$ cat src/rtl/gpio_pin_config_mux_map.vh
// Register indices, field positions and reset values for the pin configuration block
`ifndef GPIO_PIN_CONFIG_MUX_MAP_VH
`define GPIO_PIN_CONFIG_MUX_MAP_VH
// Register indices; byte address is four times the index
`define IDX_G5_B0      8'hC8
`define IDX_G5_B2      8'hCA
`define IDX_G5_B3      8'hCB
`define IDX_G5_B4      8'hCC
`define IDX_G6_B0      8'hD0
`define IDX_G6_B1      8'hD1
`define IDX_G6_B2      8'hD2
`define IDX_G6_B3      8'hD3
`define IDX_G1_B3      8'hE3
`define IDX_G1_B4      8'hE4
`define IDX_G1_B5      8'hE5
`define IDX_G1_B6      8'hE6
`define IDX_G1_B7      8'hE7
`define IDX_INT2       8'hEF
`define IDX_INT1       8'hF0
// Field positions
`define F_DIR          0
`define F_POL          1
`define F_G1_IEN       2
`define F_FSEL_LO      3
`define F_FSEL_HI      4
`define F_G56_IEN      5
`define F_ODRAIN       7
`define F_FILT         3
// Writable bit masks
`define MASK_G1        8'h8F
`define MASK_G56       8'hBB
`define MASK_INT       8'hF8
// Reset values
`define RST_CFG        8'h01
`define RST_G1_B5      8'h00
`define RST_G5_B2      8'h09
`define RST_INT        8'h00
// Function codes
`define FN_0           2'h0
`define FN_1           2'h1
`define FN_2           2'h2
`define FN_3           2'h3
`define NPINS          13
`endif

$ cat src/rtl/gpio_pin_config_mux.v
// Pin configuration registers, function multiplexer and combined interrupts over APB
// How it works
// - bit 0 sets direction, one input, zero output
// - bit 1 inverts the pin value when one
// - group-one bit 2 adds pin to combined interrupt 1
// - groups five/six bit 5 adds pin to combined interrupt 2; bits 2,6 reserved
// - bit 7 selects open-drain when one, push-pull when zero
// - group-one bits 6:4 reserved; pin E3 bit 3 routes lamp output
// - pin E4 bit 3 connects second infrared receive input
// - pin E5 bit 3 drives second infrared transmit output
// - pin E6 bit 3 outputs floppy motor-on 1, active low
// - pin E7 bit 3 outputs floppy drive-select 1, active low
// - pin C8 field: PCI clock, interrupt 14, GPIO, reserved
// - pin CA field: density select, GPIO, interrupt 8, management interrupt
// - pin CB field: ROM chip select, interrupt 11, GPIO, edge interrupt 3
// - pin CC field: ROM output enable, interrupt 12, GPIO, edge interrupt 4
// - pin D0 field: ROM data 0, interrupt 1, GPIO, management interrupt
// - pin D1 field: ROM data 1, interrupt 3, GPIO, lamp output
// - pin D2 field: ROM data 2, interrupt 4, GPIO, ring indicate input
// - pin D3 field: ROM data 3, interrupt 5, GPIO, watchdog output
// - configuration registers reset to 0x01
// - register E5 resets to 0x00
// - register CA resets to 0x09
// - upper nibble of combined-interrupt register routes the group interrupt
// - bit 3 of combined-interrupt register enables debounce filter
//
// Pin vector order (bit n): 0=E3 1=E4 2=E5 3=E6 4=E7 5=C8 6=CA 7=CB 8=CC 9=D0 10=D1 11=D2 12=D3
//
// The implementer's own choice: register access over APB.
`include "gpio_pin_config_mux_map.vh"

module gpio_pin_config_mux #(
  parameter NPINS = `NPINS
) (
  input  wire              i_clk,
  input  wire              i_rst,
  input  wire              i_psel,
  input  wire              i_penable,
  input  wire              i_pwrite,
  input  wire [11:0]       i_paddr,
  input  wire [31:0]       i_pwdata,
  output wire              o_pready,
  output reg  [31:0]       o_prdata,
  output wire              o_pslverr,
  input  wire [NPINS-1:0]  i_pin,
  output reg  [NPINS-1:0]  o_pin,
  output reg  [NPINS-1:0]  o_pin_oe,
  // Alternate-function sources driven onto pins
  input  wire              i_lamp,
  input  wire              i_infrared_transmit_2,
  input  wire              i_floppy_motor_on_1_low,
  input  wire              i_floppy_drive_select_1_low,
  input  wire              i_pci_clock,
  input  wire              i_drive_density_select_1,
  input  wire              i_system_mgmt_interrupt_low,
  input  wire              i_boot_rom_chip_select_low,
  input  wire              i_boot_rom_output_enable_low,
  input  wire [3:0]        i_rom_data_out,
  input  wire [3:0]        i_rom_data_oe,
  input  wire              i_watchdog_timer_output,
  // Alternate-function sinks taken from pins
  output reg               o_infrared_receive_2,
  output reg  [3:0]        o_rom_data_in,
  output reg               o_ring_indicate_low,
  output reg  [15:0]       o_irq_line,
  output reg  [4:3]        o_edge_irq,
  // Combined group interrupts, routing and filter settings
  output reg               o_group_irq_1,
  output reg               o_group_irq_2,
  output wire [3:0]        o_group_route_1,
  output wire [3:0]        o_group_route_2,
  output wire              o_group_filter_1,
  output wire              o_group_filter_2,
  output wire              o_group_route_bad_1,
  output wire              o_group_route_bad_2
);

  reg  [7:0]       cfg [0:NPINS-1];
  reg  [7:0]       int1_cfg;
  reg  [7:0]       int2_cfg;
  reg  [NPINS-1:0] pin_m;
  reg  [NPINS-1:0] pin_s;
  wire [NPINS-1:0] pin_v;
  reg  [NPINS-1:0] gpio_out;
  reg  [NPINS-1:0] gpio_in;
  reg  [7:0]       rd_byte;
  reg  [7:0]       idx_sel;
  reg              hit;
  // One loop variable per process so no variable has two drivers
  integer          n_wr;
  integer          n_rd;
  integer          n_in;
  integer          n_mux;
  integer          n_irq;
  integer          sel;

  // Register index for each pin slot
  function [7:0] pin_index;
    input integer p;
    begin
      case (p)
        0:       pin_index = `IDX_G1_B3;
        1:       pin_index = `IDX_G1_B4;
        2:       pin_index = `IDX_G1_B5;
        3:       pin_index = `IDX_G1_B6;
        4:       pin_index = `IDX_G1_B7;
        5:       pin_index = `IDX_G5_B0;
        6:       pin_index = `IDX_G5_B2;
        7:       pin_index = `IDX_G5_B3;
        8:       pin_index = `IDX_G5_B4;
        9:       pin_index = `IDX_G6_B0;
        10:      pin_index = `IDX_G6_B1;
        11:      pin_index = `IDX_G6_B2;
        default: pin_index = `IDX_G6_B3;
      endcase
    end
  endfunction

  function is_group1;
    input integer p;
    begin
      is_group1 = (p < 5);
    end
  endfunction

  function [7:0] reset_value;
    input integer p;
    begin
      if (p == 2)
        reset_value = `RST_G1_B5;
      else if (p == 6)
        reset_value = `RST_G5_B2;
      else
        reset_value = `RST_CFG;
    end
  endfunction

  // Two-stage pin synchroniser; only pin_s is read
  always @(posedge i_clk) begin
    pin_m <= i_pin;
    pin_s <= pin_m;
  end

  // Polarity between pin and internal logic
  genvar g;
  generate
    for (g = 0; g < NPINS; g = g + 1) begin : g_pol
      assign pin_v[g] = pin_s[g] ^ cfg[g][`F_POL];
    end
  endgenerate

  // APB: zero wait states, unmapped reads give zero and writes are dropped
  assign o_pready  = 1'b1;
  assign o_pslverr = 1'b0;
  wire       wr_en  = i_psel & i_penable & i_pwrite;
  wire [7:0] wr_idx = i_paddr[9:2];

  always @(posedge i_clk) begin
    if (i_rst) begin
      for (n_wr = 0; n_wr < NPINS; n_wr = n_wr + 1)
        cfg[n_wr] <= reset_value(n_wr);
      int1_cfg <= `RST_INT;
      int2_cfg <= `RST_INT;
    end else if (wr_en) begin
      for (n_wr = 0; n_wr < NPINS; n_wr = n_wr + 1)
        if (wr_idx == pin_index(n_wr))
          cfg[n_wr] <= i_pwdata[7:0] & (is_group1(n_wr) ? `MASK_G1 : `MASK_G56);
      if (wr_idx == `IDX_INT1)
        int1_cfg <= i_pwdata[7:0] & `MASK_INT;
      if (wr_idx == `IDX_INT2)
        int2_cfg <= i_pwdata[7:0] & `MASK_INT;
    end
  end

  always @* begin
    rd_byte = 8'h00;
    hit     = 1'b0;
    idx_sel = 8'h00;
    for (n_rd = 0; n_rd < NPINS; n_rd = n_rd + 1) begin
      idx_sel = pin_index(n_rd);
      if (wr_idx == idx_sel) begin
        rd_byte = cfg[n_rd];
        hit     = 1'b1;
      end
    end
    if (wr_idx == `IDX_INT1)
      rd_byte = int1_cfg;
    if (wr_idx == `IDX_INT2)
      rd_byte = int2_cfg;
  end

  // Read data registered in setup so it stands through the access phase
  always @(posedge i_clk) begin
    if (i_rst)
      o_prdata <= 32'h0000_0000;
    else if (i_psel & ~i_penable)
      o_prdata <= {24'h00_0000, rd_byte};
  end

  // GPIO data: a group-one output value is the alternate source bit, inverted when bit 1 is one,
  // when a function is selected; plain GPIO pins give their sampled value only to the combined interrupts
  always @* begin
    for (n_in = 0; n_in < NPINS; n_in = n_in + 1)
      gpio_in[n_in] = pin_v[n_in];
  end

  // Function multiplexer: decide what drives each pin and with what enable
  always @* begin
    gpio_out             = {NPINS{1'b0}};
    o_pin                = {NPINS{1'b0}};
    o_pin_oe             = {NPINS{1'b0}};
    o_infrared_receive_2 = 1'b1;
    o_rom_data_in        = 4'h0;
    o_ring_indicate_low  = 1'b1;
    o_irq_line           = 16'h0000;
    o_edge_irq           = 2'b00;
    sel                  = 0;
    for (n_mux = 0; n_mux < NPINS; n_mux = n_mux + 1) begin
      sel = 0;
      if (is_group1(n_mux))
        sel = cfg[n_mux][`F_FSEL_LO] ? 1 : 0;
      else
        sel = 2 + cfg[n_mux][`F_FSEL_HI:`F_FSEL_LO];
      gpio_out[n_mux] = 1'b0;
      // GPIO mode: pin is driven low when output, so only open-drain pulls exist
      if ((is_group1(n_mux) && sel == 0) ||
          (!is_group1(n_mux) &&
           cfg[n_mux][`F_FSEL_HI:`F_FSEL_LO] == ((n_mux == 6) ? `FN_1 : `FN_2))) begin
        o_pin_oe[n_mux] = ~cfg[n_mux][`F_DIR];
      end
    end
    // Group-one alternate functions
    if (cfg[0][`F_FSEL_LO]) begin
      o_pin[0] = i_lamp ^ cfg[0][`F_POL];
      o_pin_oe[0] = 1'b1;
    end
    if (cfg[1][`F_FSEL_LO])
      o_infrared_receive_2 = pin_v[1];
    if (cfg[2][`F_FSEL_LO]) begin
      o_pin[2] = i_infrared_transmit_2 ^ cfg[2][`F_POL];
      o_pin_oe[2] = 1'b1;
    end
    if (cfg[3][`F_FSEL_LO]) begin
      o_pin[3] = i_floppy_motor_on_1_low ^ cfg[3][`F_POL];
      o_pin_oe[3] = 1'b1;
    end
    if (cfg[4][`F_FSEL_LO]) begin
      o_pin[4] = i_floppy_drive_select_1_low ^ cfg[4][`F_POL];
      o_pin_oe[4] = 1'b1;
    end
    // Group five and six; interrupt lines are inputs, the reserved code drives nothing
    case (cfg[5][`F_FSEL_HI:`F_FSEL_LO])
      `FN_0: begin o_pin[5] = i_pci_clock; o_pin_oe[5] = 1'b1; end
      `FN_1: o_irq_line[14] = pin_v[5];
      default: ;
    endcase
    case (cfg[6][`F_FSEL_HI:`F_FSEL_LO])
      `FN_0: begin o_pin[6] = i_drive_density_select_1; o_pin_oe[6] = 1'b1; end
      `FN_2: o_irq_line[8] = pin_v[6];
      `FN_3: begin o_pin[6] = i_system_mgmt_interrupt_low; o_pin_oe[6] = 1'b1; end
      default: ;
    endcase
    case (cfg[7][`F_FSEL_HI:`F_FSEL_LO])
      `FN_0: begin o_pin[7] = i_boot_rom_chip_select_low; o_pin_oe[7] = 1'b1; end
      `FN_1: o_irq_line[11] = pin_v[7];
      `FN_3: o_edge_irq[3] = pin_v[7];
      default: ;
    endcase
    case (cfg[8][`F_FSEL_HI:`F_FSEL_LO])
      `FN_0: begin o_pin[8] = i_boot_rom_output_enable_low; o_pin_oe[8] = 1'b1; end
      `FN_1: o_irq_line[12] = pin_v[8];
      `FN_3: o_edge_irq[4] = pin_v[8];
      default: ;
    endcase
    case (cfg[9][`F_FSEL_HI:`F_FSEL_LO])
      `FN_0: begin
        o_pin[9] = i_rom_data_out[0];
        o_pin_oe[9] = i_rom_data_oe[0];
        o_rom_data_in[0] = pin_s[9];
      end
      `FN_1: o_irq_line[1] = pin_v[9];
      `FN_3: begin o_pin[9] = i_system_mgmt_interrupt_low; o_pin_oe[9] = 1'b1; end
      default: ;
    endcase
    case (cfg[10][`F_FSEL_HI:`F_FSEL_LO])
      `FN_0: begin
        o_pin[10] = i_rom_data_out[1];
        o_pin_oe[10] = i_rom_data_oe[1];
        o_rom_data_in[1] = pin_s[10];
      end
      `FN_1: o_irq_line[3] = pin_v[10];
      `FN_3: begin o_pin[10] = i_lamp; o_pin_oe[10] = 1'b1; end
      default: ;
    endcase
    case (cfg[11][`F_FSEL_HI:`F_FSEL_LO])
      `FN_0: begin
        o_pin[11] = i_rom_data_out[2];
        o_pin_oe[11] = i_rom_data_oe[2];
        o_rom_data_in[2] = pin_s[11];
      end
      `FN_1: o_irq_line[4] = pin_v[11];
      `FN_3: o_ring_indicate_low = pin_v[11];
      default: ;
    endcase
    case (cfg[12][`F_FSEL_HI:`F_FSEL_LO])
      `FN_0: begin
        o_pin[12] = i_rom_data_out[3];
        o_pin_oe[12] = i_rom_data_oe[3];
        o_rom_data_in[3] = pin_s[12];
      end
      `FN_1: o_irq_line[5] = pin_v[12];
      `FN_3: begin o_pin[12] = i_watchdog_timer_output; o_pin_oe[12] = 1'b1; end
      default: ;
    endcase
    // Open drain: a driven one becomes release, so the board pull-up sets the level
    for (n_mux = 0; n_mux < NPINS; n_mux = n_mux + 1)
      if (cfg[n_mux][`F_ODRAIN] && o_pin[n_mux])
        o_pin_oe[n_mux] = 1'b0;
  end

  // Combined group interrupts, registered so the outputs are glitch free
  always @(posedge i_clk) begin
    if (i_rst) begin
      o_group_irq_1 <= 1'b0;
      o_group_irq_2 <= 1'b0;
    end else begin
      o_group_irq_1 <= 1'b0;
      o_group_irq_2 <= 1'b0;
      for (n_irq = 0; n_irq < NPINS; n_irq = n_irq + 1) begin
        if (is_group1(n_irq) && cfg[n_irq][`F_G1_IEN] && gpio_in[n_irq])
          o_group_irq_1 <= 1'b1;
        if (!is_group1(n_irq) && cfg[n_irq][`F_G56_IEN] && gpio_in[n_irq])
          o_group_irq_2 <= 1'b1;
      end
    end
  end

  // Routing nibble and filter bit go to the interrupt router outside this block
  assign o_group_route_1     = int1_cfg[7:4];
  assign o_group_route_2     = int2_cfg[7:4];
  assign o_group_route_bad_1 = (int1_cfg[7:4] == 4'h2);
  assign o_group_route_bad_2 = (int2_cfg[7:4] == 4'h2);
  assign o_group_filter_1    = int1_cfg[`F_FILT];
  assign o_group_filter_2    = int2_cfg[`F_FILT];

endmodule // gpio_pin_config_mux

$ cat config.mk
export PLATFORM = sky130hd
export DESIGN_NAME = gpio_pin_config_mux
export DESIGN_NICKNAME = d
export VERILOG_FILES = /design/src/rtl/gpio_pin_config_mux.v
export VERILOG_INCLUDE_DIRS = /design/src /design/src/rtl
export SDC_FILE = /design/constraint.sdc
export NUM_CORES = 1
export LEC_CHECK = 0
export ABC_CLOCK_PERIOD_IN_PS = 1800
export BUFFER_PORTS_ARGS = -buffer_cell sky130_fd_sc_hd__buf_2
export CAP_MARGIN = 20
export CORE_MARGIN = 1
export CORE_UTILIZATION = 45
export DETAILED_ROUTE_END_ITERATION = 12
export PLACE_DENSITY = 0.81
export SYNTH_ARGS = -nofsm -noshare
export SYNTH_HDL_FRONTEND = slang
export SYNTH_SLANG_ARGS = --single-unit
export TNS_END_PERCENT = 100
$ cat constraint.sdc
create_clock -name i_clk -period 1.8 [get_ports i_clk]
set_input_delay 0.09 -clock i_clk [delete_from_list [all_inputs] [get_ports i_clk]]
set_output_delay 0.09 -clock i_clk [all_outputs]
set_load 0.01 [all_outputs]
Word-level counts from Yosys, hierarchy flattened
Memory sizes are Yosys's and may differ from the RTL's.
Cells that the tools add are included.
{"block": "op_classes", "eq_ne": 53, "n_mux": 194, "n_bitwise": 47, "n_reduce_logical": 41}
{"op": "2-to-1 mux 8 bit", "count": 57}
{"op": "zero test 32 bit", "count": 5}
{"op": "2-to-1 mux 1 bit", "count": 130}
{"op": "== test 8 bit, second input constant", "count": 15}
{"op": "== test 8 bit", "count": 13}
{"op": "== test 2 bit, second input constant", "count": 15}
{"op": "logical AND 1 bit", "count": 25}
{"op": "bitwise XOR 1 bit", "count": 17}
{"op": "== test 2 x 1 -> 1 bit, second input constant", "count": 8}
{"op": "zero test 2 bit", "count": 8}
{"op": "NOT 1 bit", "count": 14}
{"op": "case mux 1 bit (2 select lines)", "count": 7}
{"op": "bitwise OR 1 bit", "count": 13}
{"op": "== test 4 x 2 -> 1 bit, second input constant", "count": 2}
{"op": "AND reduction 2 bit", "count": 2}
{"op": "AND 1 bit", "count": 3}
{"op": "OR reduction 2 bit", "count": 1}
{"block": "totals", "regBits": 46, "ramBits": 104, "inputBits": 80, "output_inout_bits": 98, "memories": 1}
{"name": "cfg", "words": 13, "width": 8, "rd": 13, "rd_ports_with_merged_regs": 0, "wr": 13, "line_no": "gpio_pin_config_mux.v:78", "source": "reg [7:0] cfg [0:NPINS-1];"}

Depth between registers and ports, before layout
{"block": "logic_depth", "ltp_word": 16, "mapped_depth": 9, "ltp_nobuf": 6}

Worst setup path after synthesis
OpenSTA, ideal clock, no wires.
{"block": "synth_timing", "path_kind": "register to register", "start": "memory cfg[5][7], in the netlist cfg[0][47]", "end": "register o_prdata[7]", "arrival_time_ns": 1.710, "required_time_ns": 1.720, "path_slack_ns": 0.010, "stages_incl_launch_ff": 7, "path_buffers": 0, "period_less_slack_ns": 1.790, "cell_sequence": "edfxtp_1 or3b_1 a2111o_1 o211a_1 a311oi_1 o21ai_1 a211oi_2"}
{"item": "start: declaration", "line_no": "gpio_pin_config_mux.v:78"}
{"item": "end signal: assignment", "line_no": "gpio_pin_config_mux.v:197", "source": "o_prdata <= {24'h00_0000, rd_byte};"}
{"item": "end: declaration", "line_no": "gpio_pin_config_mux.v:43", "source": "output reg [31:0] o_prdata,"}

==> implementation parameters <==
Parameter                              Value

Route
  Residual antenna-violating net count after detailed routing ... 0
  Routed length per instance ... 17.22 microns
  Per-cell via count in the routed design ... around 5.3
  Post-detailed-routing wire length ... approximately 17000 microns
  Detailed-routing iteration count for the pre-antenna-repair pass ... 8
  Drt initial violations ... approximately 520
  Final routed DRC violation total ... 0
  Vias after detailed routing ... roughly 5300

Setup path
  First element of the critical path ... cfg[0][100]$_DFFE_PP_
  CP Data Arrival Time ... approximately 1800 ps
  Critical register-to-register path startpoint ... cfg[0][47]$_SDFFCE_PN0P_
  Worst path cell trace ... inv_2 > ha_2 > a211oi_1 > a221oi_2 > buf_2
  Category of the worst setup path launch point ... flip-flop
  Crit end category ... primary output
  Critical Path Slowest Stage Cell ... edfxtp_1
  Logic depth of the worst path, buffers included ... 5
  Endpoint of the worst register-to-register path ... o_prdata[7]$_SDFFE_PP0P_
  Highest net fanout along the worst path ... 3
  Critical path's top delay family ... flip-flops
  Total buffers and inverters traversed by the critical path ... 2
  Critical path class ... reg2out
  Largest stage delay on the critical path ... about 430 ps
  Register-to-register path setup slack ... roughly 20 ps
  Required time at the endpoint of the critical path ... between 1500 and 2000 ps
  R2r worst-path depth ... 6

Synthesis
  Cell taking the most area after synthesis ... edfxtp_1
  Unique masters post-synth ... 63
  Count of yosys warnings during synthesis ... 0
  Fraction of synthesized cell area taken by the top area cell type ... between 30 and 40%
  Synthesized instance count ... around 600
  Count of flip-flops with a built-in enable after synthesis ... 73
  Main area contributors after synthesis ... edfxtp_1, dfxtp_1, nor2_1
  Most common flop cell mapped by yosys ... edfxtp_1
  Cell with the most instances after synthesis ... nor2_1
  Async S/R FF share, synth ... 0%
  Post-synthesis average cell area ... 10.17 sq um
  Post-synth top cells ... nor2_1, edfxtp_1, dfxtp_1
  Share of the yosys chip area belonging to registers ... 51.55%
  Total standard cell area after synthesis ... between 6000 and 7000 sq um
  FF+latch count, synth ... between 100 and 150

STA
  Ratio of final minimum period to clock period ... 102.3%
  Setup repair after global routing missed its margin ... true
  TNS Setup ... -66.73 ps
  Final setup violation count ... 2
  Hold slack ... 32.54 ps
  Upper clock frequency limit ... 542.9 MHz
  Total count of max-transition violations in the final report ... 0
  Final setup skew ... approximately 5.5 ps
  Final WS setup ... -42.12 ps
  Number of hold-slack violations in the final timing report ... 0
  Minimum clock period ... 1842 ps

Placed design
  Setup slack at placement ... -143.5 ps
  Post-DP HPWL ... 12630 microns
  Gp weighted congestion ... about 0.96
  Count of input and output buffers ... roughly 110

Floorplanning
  Die footprint ... between 10000 and 15000 sq um
  Die span in x ... 117.8 microns
  Num rows ... 41
  Number of I/O pins ... between 150 and 200
  Standard cell core area ... approximately 13000 sq um
  Die height ... between 100 and 150 microns
  Starting density of the core ... 47.08%

Hold path
  Startpoint of the worst hold path ... i_pwdata[3]
  Endpoint with the worst hold slack ... int1_cfg[3]$_SDFFE_PP0P_
  Hold Path Stages ... 3
  Path class of the lowest-slack min-delay path ... in2reg

Outcome
  Violated checks ... setup timing
  Outcome ... finished, violations left

Power
  Clock group share of total power ... between 40% and 50%
  Comb power frac ... about an eighth
  Net switching power ... ~0.0017 W
  Power per unit of standard cell area ... just under 900 nW/um^2
  Portion of total power attributed to sequential cells ... around 44%
  Peak supply drop ... 0.5456 mV
  Total leakage power ... between 3 and 4 nW
  Switching power as a share of total power ... 24.36%
  Internal power ... between 0.005 and 0.006 W

Global routing
  Initial antenna violation count ... 0
  Congestion Overflow GR ... 0
  Via count of the first global-routing pass ... approximately 5000
  Pin count of the biggest net entering global routing ... 21
  Gr usage total ... 25.29%
  Global-route wire length before repair ... 26790 microns

Final layout
  Proportion of layout cells with a drive suffix above 1 ... roughly a third
  Net count, final ... around 900
  Diode insertion count for antenna repair ... 0
  Synth-to-layout area growth ... 32.62%

Clocking
  Clock-pin slew on the worst setup and hold paths ... approximately 60 ps
  Clock tree from TritonCTS ... built
  Clk root buf ... clkbuf_16
  TritonCTS buffer count ... 17
  Buffers from clock root to sink, at most ... 2
  TritonCTS Sinks ... ~120
  Clock H-tree levels ... 4
  Worst skew pair latency ... between 400 and 500 ps

Job
  Number of max-capacitance violations reported ... 0
## area by class of cell
type	instances	area (sq um)
fillers	1097	4817
flip-flops and latches	119	3113
multi-input cells	428	2685
repair buffers	215	1371
clock buffers	23	478.0
well taps	172	215.2
clock inverters	9	73.82
inverters	19	71.32
## per-layer routing
| metal | share of wire, % | track usage, % | up-vias |
|---|---|---|---|
| met5 | 0 | 0 | - |
| met4 | 2.8 | 11.46 | 0 |
| met3 | 8.4 | 5.959 | 38 |
| met2 | 46 | 39.67 | 304 |
| met1 | 42 | 33.10 | 2458 |
| li1 | - | - | 2465 |
## stage by stage
stage	utilization (%)	power (W)	instances	cell area, sq um
final	62.44	0.007129	985	8008
after global routing	62.44	0.007367	985	8008
after CTS	61.96	0.007124	982	7946
after detailed placement	55.41	0.003928	923	7107
after global placement	55.41	0.003917	923	7107
after floorplan	-	0.003627	627	6162
## logic make-up after synthesis
family,Yosys count,synth area share [%]
buffers and inverters,80,7.377
AO/OA/AOI/OAI,113,12.81
XOR/XNOR,17,2.466
flip-flops,119,51.55
AND/OR/NAND/NOR,231,19.58
adder cells (fa/ha/maj),16,3.315
other,2,0.1244
multiplexers,16,2.777
## how the worst max path moves through the flow
stage	to
4_1_cts	o_pin_oe[12]
3_5_place_dp	o_prdata[7]$_SDFFE_PP0P_
3_3_place_gp	o_prdata[7]$_SDFFE_PP0P_
5_1_grt	o_pin_oe[9]
2_1_floorplan	o_prdata[7]$_SDFFE_PP0P_
6_report	o_pin_oe[12]
## placed cells by master (no fill, tap or decap), types with 14 or more instances in the layout
cell type / synthesis / layout
buf_4: 35 / 84
buf_2: 5 / 114
conb_1: 2 / 35
a21oi_1: 24 / 23
o21ai_0: 15 / 15
nand2_1: 36 / 36
xor2_1: 14 / 14
dfxtp_1: 46 / 46
dlygate4sd3_1: 0 / 17
edfxtp_1: 73 / 73
nand2b_1: 26 / 26
nor2_1: 80 / 79
clkbuf_16: 0 / 17
## worst reg2reg max path: stages (launching register included)
cell and delay [ps]:
edfxtp_1 330, or3b_1 350, a2111o_1 390, o211a_1 150, a311oi_2 190, o21ai_1 120, a211oi_2 180
## sequential cells by signal, summed over array words and instances (netlist names)
signal         cells
int1_cfg           5
int2_cfg           5
o_prdata           8
cfg               73
o_group_irq_2      1
pin_s             13
o_group_irq_1      1
pin_m             13
## power by group through the flow
stage	combinational (W)	clock [W]	sequential [W]
6_report	0.000834	0.00315	0.00314
3_3_place_gp	0.000731	0	0.00319
2_1_floorplan	0.000476	0	0.00315
4_1_cts	0.000806	0.00318	0.00314
5_1_grt	0.000901	0.00331	0.00315
3_5_place_dp	0.000737	0	0.00319
## timing repair
| item | CTS | global route |
|---|---|---|
| resized for setup | 13 | 10 |
| setup buffers | 10 | 3 |
| hold buffers | 17 | 0 |
| endpoints found under the hold margin | 21 | 0 |
| pin swaps | 9 | 0 |
| endpoints found under the setup margin | 4 | 6 |
No activity file was read; power rests on OpenSTA's default activity.
